--- src/aelr_defines.vh ---
// Constants for the advanced error log register bank
`ifndef AELR_DEFINES_VH
`define AELR_DEFINES_VH

// ****************************************************************
// Register byte addresses
// ****************************************************************
`define AELR_ADDR_ADV_CTRL   12'h118
`define AELR_ADDR_HDR_LOG0   12'h11C
`define AELR_ADDR_HDR_LOG1   12'h120
`define AELR_ADDR_HDR_LOG2   12'h124
`define AELR_ADDR_HDR_LOG3   12'h128
`define AELR_ADDR_SEC_STS    12'h12C

// ****************************************************************
// Field positions
// ****************************************************************
`define AELR_CRC_CHK_EN_BIT  8
`define AELR_CRC_CHK_CAP_BIT 7
`define AELR_CRC_GEN_EN_BIT  6
`define AELR_CRC_GEN_CAP_BIT 5
`define AELR_FEI_MSB         4
`define AELR_FEI_LSB         0
`define AELR_SEC_IBF_BIT     13
`define AELR_SEC_SERR_BIT    12
`define AELR_SEC_STS_IMPL    16'h3FEF

// ****************************************************************
// Reset values
// ****************************************************************
`define AELR_ADV_CTRL_RST    32'h00000000
`define AELR_FEI_RST         5'h00
`define AELR_HDR_WORD_RST    32'h00000000
`define AELR_SEC_STS_RST     16'h0000

// ****************************************************************
// Decode codes and bus responses
// ****************************************************************
`define AELR_DEC_NONE        3'h0
`define AELR_DEC_CTRL        3'h1
`define AELR_DEC_HDR         3'h2
`define AELR_DEC_SEC         3'h3
`define AELR_RESP_OKAY       2'h0
`define AELR_RESP_SLVERR     2'h2

`endif

--- src/aelr_hdr_mem.v ---
// Four-word sticky store for the captured transaction header
`timescale 1ns/1ps
`include "aelr_defines.vh"

module aelr_hdr_mem #(
  parameter WORD_W = 32,
  parameter WORDS  = 4,
  parameter IDX_W  = 2
) (
  input  wire                      clock_i,
  input  wire                      rst_n_i,
  input  wire                      ce_i,
  input  wire                      wr_en_i,
  input  wire [WORD_W*WORDS-1:0]   wr_data_i,
  input  wire                      rd_en_i,
  input  wire [IDX_W-1:0]          rd_idx_i,
  output wire [WORD_W-1:0]         rd_data_o
);

  reg [WORD_W*WORDS-1:0] store_reg;
  reg [WORD_W-1:0]       rd_data_reg;

  // Only power-good clears the stored header
  always @(posedge clock_i or negedge rst_n_i) begin
    if (!rst_n_i) begin
      store_reg   <= {(WORD_W*WORDS){1'b0}};
      rd_data_reg <= `AELR_HDR_WORD_RST;
    end else if (ce_i) begin
      if (wr_en_i) begin
        store_reg <= wr_data_i;
      end
      if (rd_en_i) begin
        rd_data_reg <= store_reg[rd_idx_i*WORD_W +: WORD_W];
      end
    end
  end

  assign rd_data_o = rd_data_reg;

endmodule // aelr_hdr_mem

--- src/aelr_top.v ---
// Advanced error control, header log and secondary status registers
//
// Summary of operation
// - The CRC check enable bit reads zero and acts as reserved.
// - The CRC check capable bit always reads zero.
// - The CRC generation enable bit reads zero and writes do nothing.
// - The CRC generation capable bit always reads zero.
// - A sticky 5-bit field holds the index of the first error seen.
// - Clearing the status bit it points at re-arms it, value kept.
// - A transaction error captures the full 128-bit header, sticky.
// - After a capture the log is locked until its status is cleared.
// - Secondary status bits set on events and clear on write of one.
// - The internal bridge fault bit sets on queue data errors.
// - The system error seen bit sets while the error pin is low.
//
// The AXI4-Lite interface to the registers was decided locally.
`timescale 1ns/1ps
`include "aelr_defines.vh"

module aelr_top #(
  parameter ADDR_W = 12,
  parameter HDR_W  = 128
) (
  input  wire              clock_i,
  input  wire              rst_n_i,
  input  wire              ce_i,
  input  wire              link_rst_i,
  input  wire              unc_err_valid_i,
  input  wire [4:0]        unc_err_index_i,
  input  wire [31:0]       unc_sts_clear_i,
  input  wire              tlp_err_valid_i,
  input  wire [HDR_W-1:0]  tlp_hdr_i,
  input  wire              hdr_sts_clear_i,
  input  wire              internal_bridge_fault_i,
  input  wire              secondary_system_error_pin_n_i,
  input  wire [15:0]       sec_err_event_i,
  input  wire [ADDR_W-1:0] s_axi_awaddr_i,
  input  wire              s_axi_awvalid_i,
  output wire              s_axi_awready_o,
  input  wire [31:0]       s_axi_wdata_i,
  input  wire [3:0]        s_axi_wstrb_i,
  input  wire              s_axi_wvalid_i,
  output wire              s_axi_wready_o,
  output wire [1:0]        s_axi_bresp_o,
  output wire              s_axi_bvalid_o,
  input  wire              s_axi_bready_i,
  input  wire [ADDR_W-1:0] s_axi_araddr_i,
  input  wire              s_axi_arvalid_i,
  output wire              s_axi_arready_o,
  output wire [31:0]       s_axi_rdata_o,
  output wire [1:0]        s_axi_rresp_o,
  output wire              s_axi_rvalid_o,
  input  wire              s_axi_rready_i,
  output wire [4:0]        first_error_index_o,
  output wire              hdr_log_locked_o
);

  // ****************************************************************
  // State encodings
  // ****************************************************************
  localparam [1:0] WS_IDLE = 2'b01;
  localparam [1:0] WS_RESP = 2'b10;
  localparam [2:0] RS_IDLE = 3'b001;
  localparam [2:0] RS_DATA = 3'b010;
  localparam [2:0] RS_RESP = 3'b100;

  // ****************************************************************
  // Functions
  // ****************************************************************
  function [2:0] aelr_decode;
    input [ADDR_W-1:0] addr;
    begin
      case (addr)
        `AELR_ADDR_ADV_CTRL: aelr_decode = `AELR_DEC_CTRL;
        `AELR_ADDR_HDR_LOG0: aelr_decode = `AELR_DEC_HDR;
        `AELR_ADDR_HDR_LOG1: aelr_decode = `AELR_DEC_HDR;
        `AELR_ADDR_HDR_LOG2: aelr_decode = `AELR_DEC_HDR;
        `AELR_ADDR_HDR_LOG3: aelr_decode = `AELR_DEC_HDR;
        `AELR_ADDR_SEC_STS:  aelr_decode = `AELR_DEC_SEC;
        default:             aelr_decode = `AELR_DEC_NONE;
      endcase
    end
  endfunction

  // Word 0 of the log sits at the lowest address; words wrap at bit 3
  function [1:0] aelr_hdr_idx;
    input [ADDR_W-1:0] addr;
    begin
      aelr_hdr_idx = addr[3:2] + 2'd1;
    end
  endfunction

  function [2:0] aelr_resp_ok;
    input [2:0] code;
    begin
      aelr_resp_ok = (code == `AELR_DEC_NONE) ? 3'd0 : 3'd1;
    end
  endfunction

  // ****************************************************************
  // Declarations
  // ****************************************************************
  reg  [1:0]        wstate_reg;
  reg               aw_have_reg;
  reg               w_have_reg;
  reg  [ADDR_W-1:0] aw_addr_reg;
  reg  [31:0]       w_data_reg;
  reg  [3:0]        w_strb_reg;
  reg               awready_reg;
  reg               wready_reg;
  reg               bvalid_reg;
  reg  [1:0]        bresp_reg;

  reg  [2:0]        rstate_reg;
  reg  [2:0]        rd_code_reg;
  reg               arready_reg;
  reg               rvalid_reg;
  reg  [31:0]       rdata_reg;
  reg  [1:0]        rresp_reg;

  reg  [4:0]        fei_reg;
  reg  [4:0]        fei_next;
  reg               fei_armed_reg;
  reg               fei_armed_next;
  reg               hdr_lock_reg;
  reg               hdr_lock_next;
  reg  [15:0]       sec_sts_reg;
  reg  [15:0]       sec_sts_next;
  reg  [15:0]       sec_set;
  reg  [15:0]       sec_clr;
  reg  [31:0]       ctrl_word;
  reg  [31:0]       strb_mask;
  reg  [31:0]       rd_word;

  wire        aw_fire;
  wire        w_fire;
  wire        ar_fire;
  wire        wr_fire;
  wire [2:0]  wr_code;
  wire        hdr_capture;
  wire [31:0] hdr_rd_data;

  assign aw_fire     = s_axi_awvalid_i & awready_reg;
  assign w_fire      = s_axi_wvalid_i & wready_reg;
  assign ar_fire     = s_axi_arvalid_i & arready_reg;
  assign wr_fire     = wstate_reg[0] & aw_have_reg & w_have_reg;
  assign wr_code     = aelr_decode(aw_addr_reg);

  // ****************************************************************
  // First error pointer
  // ****************************************************************
  // A re-arm and a new error in the same cycle capture the new error
  always @* begin
    fei_next       = fei_reg;
    fei_armed_next = fei_armed_reg;
    if (!fei_armed_reg && unc_sts_clear_i[fei_reg]) begin
      fei_armed_next = 1'b1;
    end
    if (fei_armed_next && unc_err_valid_i) begin
      fei_next       = unc_err_index_i;
      fei_armed_next = 1'b0;
    end
  end

  // ****************************************************************
  // Header log lock
  // ****************************************************************
  // Set wins: a clear and a new error together leave a fresh capture
  assign hdr_capture = tlp_err_valid_i & (~hdr_lock_reg | hdr_sts_clear_i);

  always @* begin
    hdr_lock_next = hdr_lock_reg;
    if (hdr_sts_clear_i) begin
      hdr_lock_next = 1'b0;
    end
    if (hdr_capture) begin
      hdr_lock_next = 1'b1;
    end
  end

  // ****************************************************************
  // Secondary bus status
  // ****************************************************************
  always @* begin
    strb_mask = {{8{w_strb_reg[3]}}, {8{w_strb_reg[2]}},
                 {8{w_strb_reg[1]}}, {8{w_strb_reg[0]}}};
    sec_set = sec_err_event_i;
    sec_set[`AELR_SEC_IBF_BIT]  = internal_bridge_fault_i;
    sec_set[`AELR_SEC_SERR_BIT] = ~secondary_system_error_pin_n_i;
    sec_clr = 16'h0000;
    if (wr_fire && wr_code == `AELR_DEC_SEC) begin
      sec_clr = w_data_reg[15:0] & strb_mask[15:0];
    end
    // Events raised in the clearing cycle are kept
    sec_sts_next = ((sec_sts_reg & ~sec_clr) | sec_set)
                   & `AELR_SEC_STS_IMPL;
  end

  // ****************************************************************
  // Sticky state, cleared only by power-good reset
  // ****************************************************************
  always @(posedge clock_i or negedge rst_n_i) begin
    if (!rst_n_i) begin
      fei_reg       <= `AELR_FEI_RST;
      fei_armed_reg <= 1'b1;
      hdr_lock_reg  <= 1'b0;
      sec_sts_reg   <= `AELR_SEC_STS_RST;
    end else if (ce_i) begin
      fei_reg       <= fei_next;
      fei_armed_reg <= fei_armed_next;
      hdr_lock_reg  <= hdr_lock_next;
      sec_sts_reg   <= sec_sts_next;
    end
  end

  // ****************************************************************
  // Header store
  // ****************************************************************
  aelr_hdr_mem #(
    .WORD_W (32),
    .WORDS  (4),
    .IDX_W  (2)
  ) u_hdr_mem (
    .clock_i   (clock_i),
    .rst_n_i   (rst_n_i),
    .ce_i      (ce_i),
    .wr_en_i   (hdr_capture),
    .wr_data_i (tlp_hdr_i),
    .rd_en_i   (ar_fire),
    .rd_idx_i  (aelr_hdr_idx(s_axi_araddr_i)),
    .rd_data_o (hdr_rd_data)
  );

  // ****************************************************************
  // Read data mux
  // ****************************************************************
  always @* begin
    ctrl_word = `AELR_ADV_CTRL_RST;
    ctrl_word[`AELR_CRC_CHK_EN_BIT]  = 1'b0;
    ctrl_word[`AELR_CRC_CHK_CAP_BIT] = 1'b0;
    ctrl_word[`AELR_CRC_GEN_EN_BIT]  = 1'b0;
    ctrl_word[`AELR_CRC_GEN_CAP_BIT] = 1'b0;
    ctrl_word[`AELR_FEI_MSB:`AELR_FEI_LSB] = fei_reg;
    case (rd_code_reg)
      `AELR_DEC_CTRL: rd_word = ctrl_word;
      `AELR_DEC_HDR:  rd_word = hdr_rd_data;
      `AELR_DEC_SEC:  rd_word = {16'h0000, sec_sts_reg};
      default:        rd_word = 32'h00000000;
    endcase
  end

  // ****************************************************************
  // Write channel
  // ****************************************************************
  // Writes to the control word and the log are accepted and dropped
  always @(posedge clock_i or negedge rst_n_i) begin
    if (!rst_n_i) begin
      wstate_reg  <= WS_IDLE;
      aw_have_reg <= 1'b0;
      w_have_reg  <= 1'b0;
      aw_addr_reg <= {ADDR_W{1'b0}};
      w_data_reg  <= 32'h00000000;
      w_strb_reg  <= 4'h0;
      awready_reg <= 1'b1;
      wready_reg  <= 1'b1;
      bvalid_reg  <= 1'b0;
      bresp_reg   <= `AELR_RESP_OKAY;
    end else if (ce_i) begin
      if (link_rst_i) begin
        wstate_reg  <= WS_IDLE;
        aw_have_reg <= 1'b0;
        w_have_reg  <= 1'b0;
        awready_reg <= 1'b1;
        wready_reg  <= 1'b1;
        bvalid_reg  <= 1'b0;
      end else begin
        case (wstate_reg)
          WS_IDLE: begin
            if (aw_fire) begin
              aw_addr_reg <= s_axi_awaddr_i;
              aw_have_reg <= 1'b1;
              awready_reg <= 1'b0;
            end
            if (w_fire) begin
              w_data_reg <= s_axi_wdata_i;
              w_strb_reg <= s_axi_wstrb_i;
              w_have_reg <= 1'b1;
              wready_reg <= 1'b0;
            end
            if (wr_fire) begin
              bvalid_reg <= 1'b1;
              bresp_reg  <= (aelr_resp_ok(wr_code) == 3'd1) ?
                            `AELR_RESP_OKAY : `AELR_RESP_SLVERR;
              wstate_reg <= WS_RESP;
            end
          end
          WS_RESP: begin
            if (s_axi_bready_i) begin
              bvalid_reg  <= 1'b0;
              aw_have_reg <= 1'b0;
              w_have_reg  <= 1'b0;
              awready_reg <= 1'b1;
              wready_reg  <= 1'b1;
              wstate_reg  <= WS_IDLE;
            end
          end
          default: begin
            wstate_reg <= WS_IDLE;
          end
        endcase
      end
    end
  end

  // ****************************************************************
  // Read channel
  // ****************************************************************
  // One extra cycle lets the header store present its registered word
  always @(posedge clock_i or negedge rst_n_i) begin
    if (!rst_n_i) begin
      rstate_reg  <= RS_IDLE;
      rd_code_reg <= `AELR_DEC_NONE;
      arready_reg <= 1'b1;
      rvalid_reg  <= 1'b0;
      rdata_reg   <= 32'h00000000;
      rresp_reg   <= `AELR_RESP_OKAY;
    end else if (ce_i) begin
      if (link_rst_i) begin
        rstate_reg  <= RS_IDLE;
        arready_reg <= 1'b1;
        rvalid_reg  <= 1'b0;
      end else begin
        case (rstate_reg)
          RS_IDLE: begin
            if (ar_fire) begin
              rd_code_reg <= aelr_decode(s_axi_araddr_i);
              arready_reg <= 1'b0;
              rstate_reg  <= RS_DATA;
            end
          end
          RS_DATA: begin
            rdata_reg  <= rd_word;
            rresp_reg  <= (aelr_resp_ok(rd_code_reg) == 3'd1) ?
                          `AELR_RESP_OKAY : `AELR_RESP_SLVERR;
            rvalid_reg <= 1'b1;
            rstate_reg <= RS_RESP;
          end
          RS_RESP: begin
            if (s_axi_rready_i) begin
              rvalid_reg  <= 1'b0;
              arready_reg <= 1'b1;
              rstate_reg  <= RS_IDLE;
            end
          end
          default: begin
            rstate_reg <= RS_IDLE;
          end
        endcase
      end
    end
  end

  // ****************************************************************
  // Outputs
  // ****************************************************************
  assign s_axi_awready_o     = awready_reg;
  assign s_axi_wready_o      = wready_reg;
  assign s_axi_bvalid_o      = bvalid_reg;
  assign s_axi_bresp_o       = bresp_reg;
  assign s_axi_arready_o     = arready_reg;
  assign s_axi_rvalid_o      = rvalid_reg;
  assign s_axi_rdata_o       = rdata_reg;
  assign s_axi_rresp_o       = rresp_reg;
  assign first_error_index_o = fei_reg;
  assign hdr_log_locked_o    = hdr_lock_reg;

endmodule // aelr_top

--- config.mk ---
export PLATFORM = sky130hd
export DESIGN_NAME = aelr_top
export DESIGN_NICKNAME = d
export VERILOG_FILES = /design/src/aelr_hdr_mem.v /design/src/aelr_top.v
export VERILOG_INCLUDE_DIRS = /design/src
export SDC_FILE = /design/constraint.sdc
export NUM_CORES = 1
export LEC_CHECK = 0
export BUFFER_PORTS_ARGS = -buffer_cell sky130_fd_sc_hd__buf_2
export CAP_MARGIN = 20
export CORE_AREA = 2 2 220 179
export CTS_CLUSTER_SIZE = 14
export DETAILED_ROUTE_END_ITERATION = 16
export DIE_AREA = 0 0 222 181
export SLEW_MARGIN = 10
export SYNTH_ARGS = -nofsm -noshare
export SYNTH_HDL_FRONTEND = slang
export SYNTH_SLANG_ARGS = --single-unit
--- constraint.sdc ---
create_clock -name clock_i -period 2.62 [get_ports clock_i]
set_input_delay 0.393 -clock clock_i [delete_from_list [all_inputs] [get_ports clock_i]]
set_output_delay 0.393 -clock clock_i [all_outputs]
set_load 0.1 [all_outputs]
## Word level (Yosys, flattened, before mapping)

Index checks and enable logic that the tools add are counted.

- Bitwise gates (word level): 14
- Shift-type cells: 1
- $lt $le $gt $ge: 1
- Eq/ne operators: 29
- Reductions and logical operators: 28
- Add/sub/neg operators: 1
- Mux-type cells: 46

Operator list:

| operator | number |
|---|---|
| == test 12 x 9 -> 1 bit, second input constant | 12 |
| indexed part select 128 x 8 -> 32 bit | 1 |
| one-hot mux 32 bit (3 select lines) | 1 |
| AND reduction 4 bit | 8 |
| bitwise AND 14 bit | 2 |
| two-way mux 1 bit | 24 |
| != test 3 bit, second input constant | 6 |
| two-way mux 14 bit | 1 |
| inverter 14 bit | 1 |
| bitwise OR 14 bit | 1 |
| one-hot mux 1 bit (2 select lines) | 7 |
| == test 3 x 2 -> 1 bit, second input constant | 4 |
| one-hot mux 2 bit (3 select lines) | 2 |
| AND reduction 3 bit | 4 |
| two-way mux 2 bit | 5 |
| two-way mux 3 bit | 3 |
| one-hot mux 3 bit (3 select lines) | 1 |
| nonzero test 3 bit | 3 |
| AND reduction 2 bit | 4 |
| OR reduction 4 bit | 2 |
| bitwise AND 1 bit | 6 |
| == test 3 x 1 -> 1 bit, second input constant | 2 |
| logical NOT 3 bit | 2 |
| < comparator 5 x 6 -> 1 bit, second input constant | 1 |
| 12 further kinds | 17 |

- Register bits after elaboration: 259
- Output and inout port bits: 47
- Word-level logic and storage cells: 142

## Logic depth before layout (Yosys ltp)

- Depth after elaboration: 9
- Gate-level depth with buffers: 7

## Cells and area by module

From an unflattened synthesis, not the netlist that was laid out.

- Cells, all modules: 802
- Area total of the unflattened synthesis: 11368.4 µm²

By module, submodules not included:

| module | area each (µm²) | instances | cells an instance |
|---|---|---|---|
| aelr_hdr_mem | 6826.5 | 1 | 379 |
| aelr_top | 4541.9 | 1 | 423 |

## Least setup slack after synthesis

Ideal clock, no wire load.

- Path type: register to register
- Start: register fei_reg[0] (netlist: first_error_index_o[0])
- End: register fei_reg[0] (netlist: first_error_index_o[0])
- Path slack: -0.123 ns
- Arrival time: 2.657 ns
- Cell stages (with the launch flop): 6
- Path buffers: 1
- Clock period less this slack: 2.743 ns
- Cell sequence: dfrtp_1 buf_6 mux4_2 mux4_2 or3_1 o211ai_1

- Word-level cells in the longest chain between the ends: 6

RTL lines:

| item | line | RTL |
|---|---|---|
| start: declaration | aelr_top.v:121 | `reg [4:0] fei_reg;` |
| start signal: assignment | aelr_top.v:204 | `` fei_reg <= `AELR_FEI_RST; `` |
| start signal: assignment | aelr_top.v:209 | `fei_reg <= fei_next;` |
| binary-select mux 1 bit (select 5 bit) | aelr_top.v:156 | `if (!fei_armed_reg && unc_sts_clear_i[fei_reg]) begin` |
| two-way mux 1 bit (not written as such) | aelr_top.v:156 |  |
| logical AND 1 bit | aelr_top.v:156 |  |
| two-way mux 1 bit | aelr_top.v:156 |  |
| logical AND 1 bit | aelr_top.v:159 | `if (fei_armed_next && unc_err_valid_i) begin` |
| AND reduction 2 bit (no line) | - |  |

Every way passes these cells. The select of a mux whose other input is x is not followed.
A chain may end at the register's enable or synchronous reset.

## Final worst setup path

- Start: register fei_reg[0] (netlist: first_error_index_o[0])
- End: register fei_reg[1] (netlist: first_error_index_o[1])

Same word-level chain as after synthesis.

==> results_dict.tcl <==
set metrics [dict create \
    relSlewSlack 0.540 \
    grt_overflow 0 \
    grt_pass1_wl_um 46800 \
    wirelength_um 30000 \
    cts_buffers 29 \
    final_common_cell "buf_2" \
    core_area_um2 37900 \
    async_flop_share 1.00 \
    period_needed_ns 2.39 \
    p_leak_uw 0.00658 \
    syn_inst 820 \
    worstPathArrival_ns 2.86 \
    vias 7771 \
    grt_setup_unrepaired "no" \
    ant_nets 0 \
    ir_worst_vdd_mv 0.435 \
    yosysWarnings 0 \
    drt_iter0_drc 398 \
    dr.pass1.iters 6 \
    die_y_um 181 \
    max_freq_mhz 419 \
    portBuffers 273 \
    syn-cell-area_um2 11300 \
    start_util 0.298 \
    worstMarginPinSlew_ns 0.684 \
    syn_to_final_growth_pct 26.6 \
    num_io_pins 302 \
    fin_setup_tns_ns 0 \
    cts_tree "built" \
    worstReg2RegStart "first_error_index_o[0]" \
    wl_met1_um 13500 \
    slew_viol_final 0 \
    wl_per_cell_um 18.6 \
    cap_violations 0 \
    fin_util 0.377 \
    synth-edff-count 0 \
    worst-r2r-cell-count 4 \
    cp-start-kind "register" \
    synth.avg_cell_area_um2 13.8 \
    dr_wl_met3_um 2300 \
    gp_congestion 0.824 \
    hold_viol 0 \
    drive_above_1_share 0.540 \
    dieArea_um2 40200 \
    drcViolationCount 0 \
    finalCritPeriodShare 0.912 \
    grt_pass1_vias 8233 \
    worstHoldPathType "input pin to register" \
    design_area_um2 14300 \
    worstSetupEndpointType "register" \
    largest_reg_flops 128 \
    clock_latency_ns 0.56 \
    cts.clk_slew.worst_paths_ns 0.06 \
    mostFrequentLayoutCells "buf_2, dfrtp_1, mux2_2" \
    num_rows 64 \
    power_density_nw_per_um2 841 \
    r2r_slack_ns 0.23 \
    status "complete, no violations" \
    crit_type "register to register" \
    crit_required_ns 3.09 \
    cts-root-buf "clkbuf_16" \
    fin_skew_ns 0.0180 \
    fillers 3694 \
    via_per_inst 4.80 \
    grt_max_degree 73 \
    ys_ff_latch 255 \
    power_uw 12000 \
    grt_usage 0.149 \
    antenna_found_initial 13 \
    worstHoldStart "tlp_hdr_i[43]" \
    cts_htree_levels 1 \
    place_area_um2 13400 \
    fin_nets 1359 \
    wl_met2_um 13600 \
    worst-path-max-fanout 13 \
    cts_buffer_depth 3 \
    topRoutingLayerUsed "met5" \
    ys.flop_type "dfrtp_1" \
    die_w_um 222 \
    holdPathStages 2 \
    yosysUniqueCellTypes 55 \
    ys_seq_area_frac 0.566 \
    clock_sinks 255 \
    setup_viol 0 \
    r2r_end "first_error_index_o[1]" \
    place_hpwl_um 21500 \
    holdPathEnd "u_hdr_mem.store_reg[43]" \
]
logic make-up (layout without fill, tap and decap cells):
kind of cell / count (synthesis) / count (layout) / synth area share
other cells: 1 / 8 / 0.000332
mux: 244 / 244 / 0.283
simple gates: 169 / 169 / 0.0724
flops: 255 / 255 / 0.566
fa+ha+maj: 4 / 4 / 0.00443
compound gates: 73 / 73 / 0.0466
buf+inv: 74 / 370 / 0.0272
metal layers:
layer	global-route usage	up-vias
li1	-	3563
met1	0.197	3921
met2	0.238	228
met3	0.0494	49
met4	0.0308	10
met5	0	-
cell usage after synthesis (5+ instances only):
| library cell | instances | area (µm²) |
|---|---|---|
| buf_2 | 11 | 55.1 |
| o21ai_0 | 7 | 35.0 |
| a22o_1 | 13 | 114 |
| mux4_2 | 35 | 788 |
| o22ai_1 | 5 | 31.3 |
| dfrtp_1 | 249 | 6230 |
| nand2_1 | 72 | 270 |
| buf_1 | 10 | 37.5 |
| dfstp_2 | 6 | 158 |
| nand3_1 | 42 | 210 |
| nor2b_1 | 7 | 43.8 |
| a221oi_1 | 5 | 43.8 |
| a21oi_1 | 12 | 60.1 |
| inv_1 | 19 | 71.3 |
| mux2_2 | 202 | 2270 |
| nor3_1 | 6 | 30.0 |
| a22oi_1 | 5 | 37.5 |
| nor2_1 | 13 | 48.8 |
| clkbuf_1 | 31 | 116 |
power breakdown:
group	total (µW)	internal [µW]	switching, µW
sequential	5510	4860	645
clock	3800	2180	1620
combinational	2720	1410	1310
layout make-up:
type | count | area (µm²) | area share
diodes | 6 | 15.0 | 0.00105
well taps | 495 | 619 | 0.0433
clock inverters | 7 | 48.8 | 0.00341
flip-flops and latches | 255 | 6390 | 0.447
clock buffers | 41 | 831 | 0.0581
inverters | 19 | 71.3 | 0.00499
multi-input cells | 492 | 4640 | 0.325
repair buffers | 303 | 1680 | 0.117
what timing repair did:
item                                   4_1_cts  5_1_grt
hold buffers                                 1        0
buffers inserted                             0        0
gates resized for setup                      0        0
endpoints found under the hold margin       65        0
worst max-delay path: stages (launching register included):
cell      delay (ns)
dfrtp_2         0.55
mux4_1          0.66
mux4_2          0.61
or3_1           0.38
o211ai_1        0.10
worst max path at each step:
stage,startpoint,to,cells past startpoint
6_report,first_error_index_o[0],first_error_index_o[1],4
5_1_grt,first_error_index_o[0],first_error_index_o[1],4
4_1_cts,first_error_index_o[0],first_error_index_o[1],4
3_5_place_dp,first_error_index_o[0],first_error_index_o[1],4
3_3_place_gp,first_error_index_o[0],first_error_index_o[1],4
2_1_floorplan,s_axi_araddr_i[2],u_hdr_mem.rd_data_o[22],7
metrics by stage:
stage / cells / hold slack [ns] / worst slack, ns
5_1_grt: 1613 / 0.0260 / 0.129
4_1_cts: 1612 / 0.0222 / 0.228
2_1_floorplan: 821 / 0.0974 / 0.151
3_3_place_gp: 1563 / 0.426 / 0.266
3_5_place_dp: 1563 / 0.437 / 0.242
6_report: 1618 / 0.0570 / 0.231
Note: power is estimated with default switching activity, not from simulation.
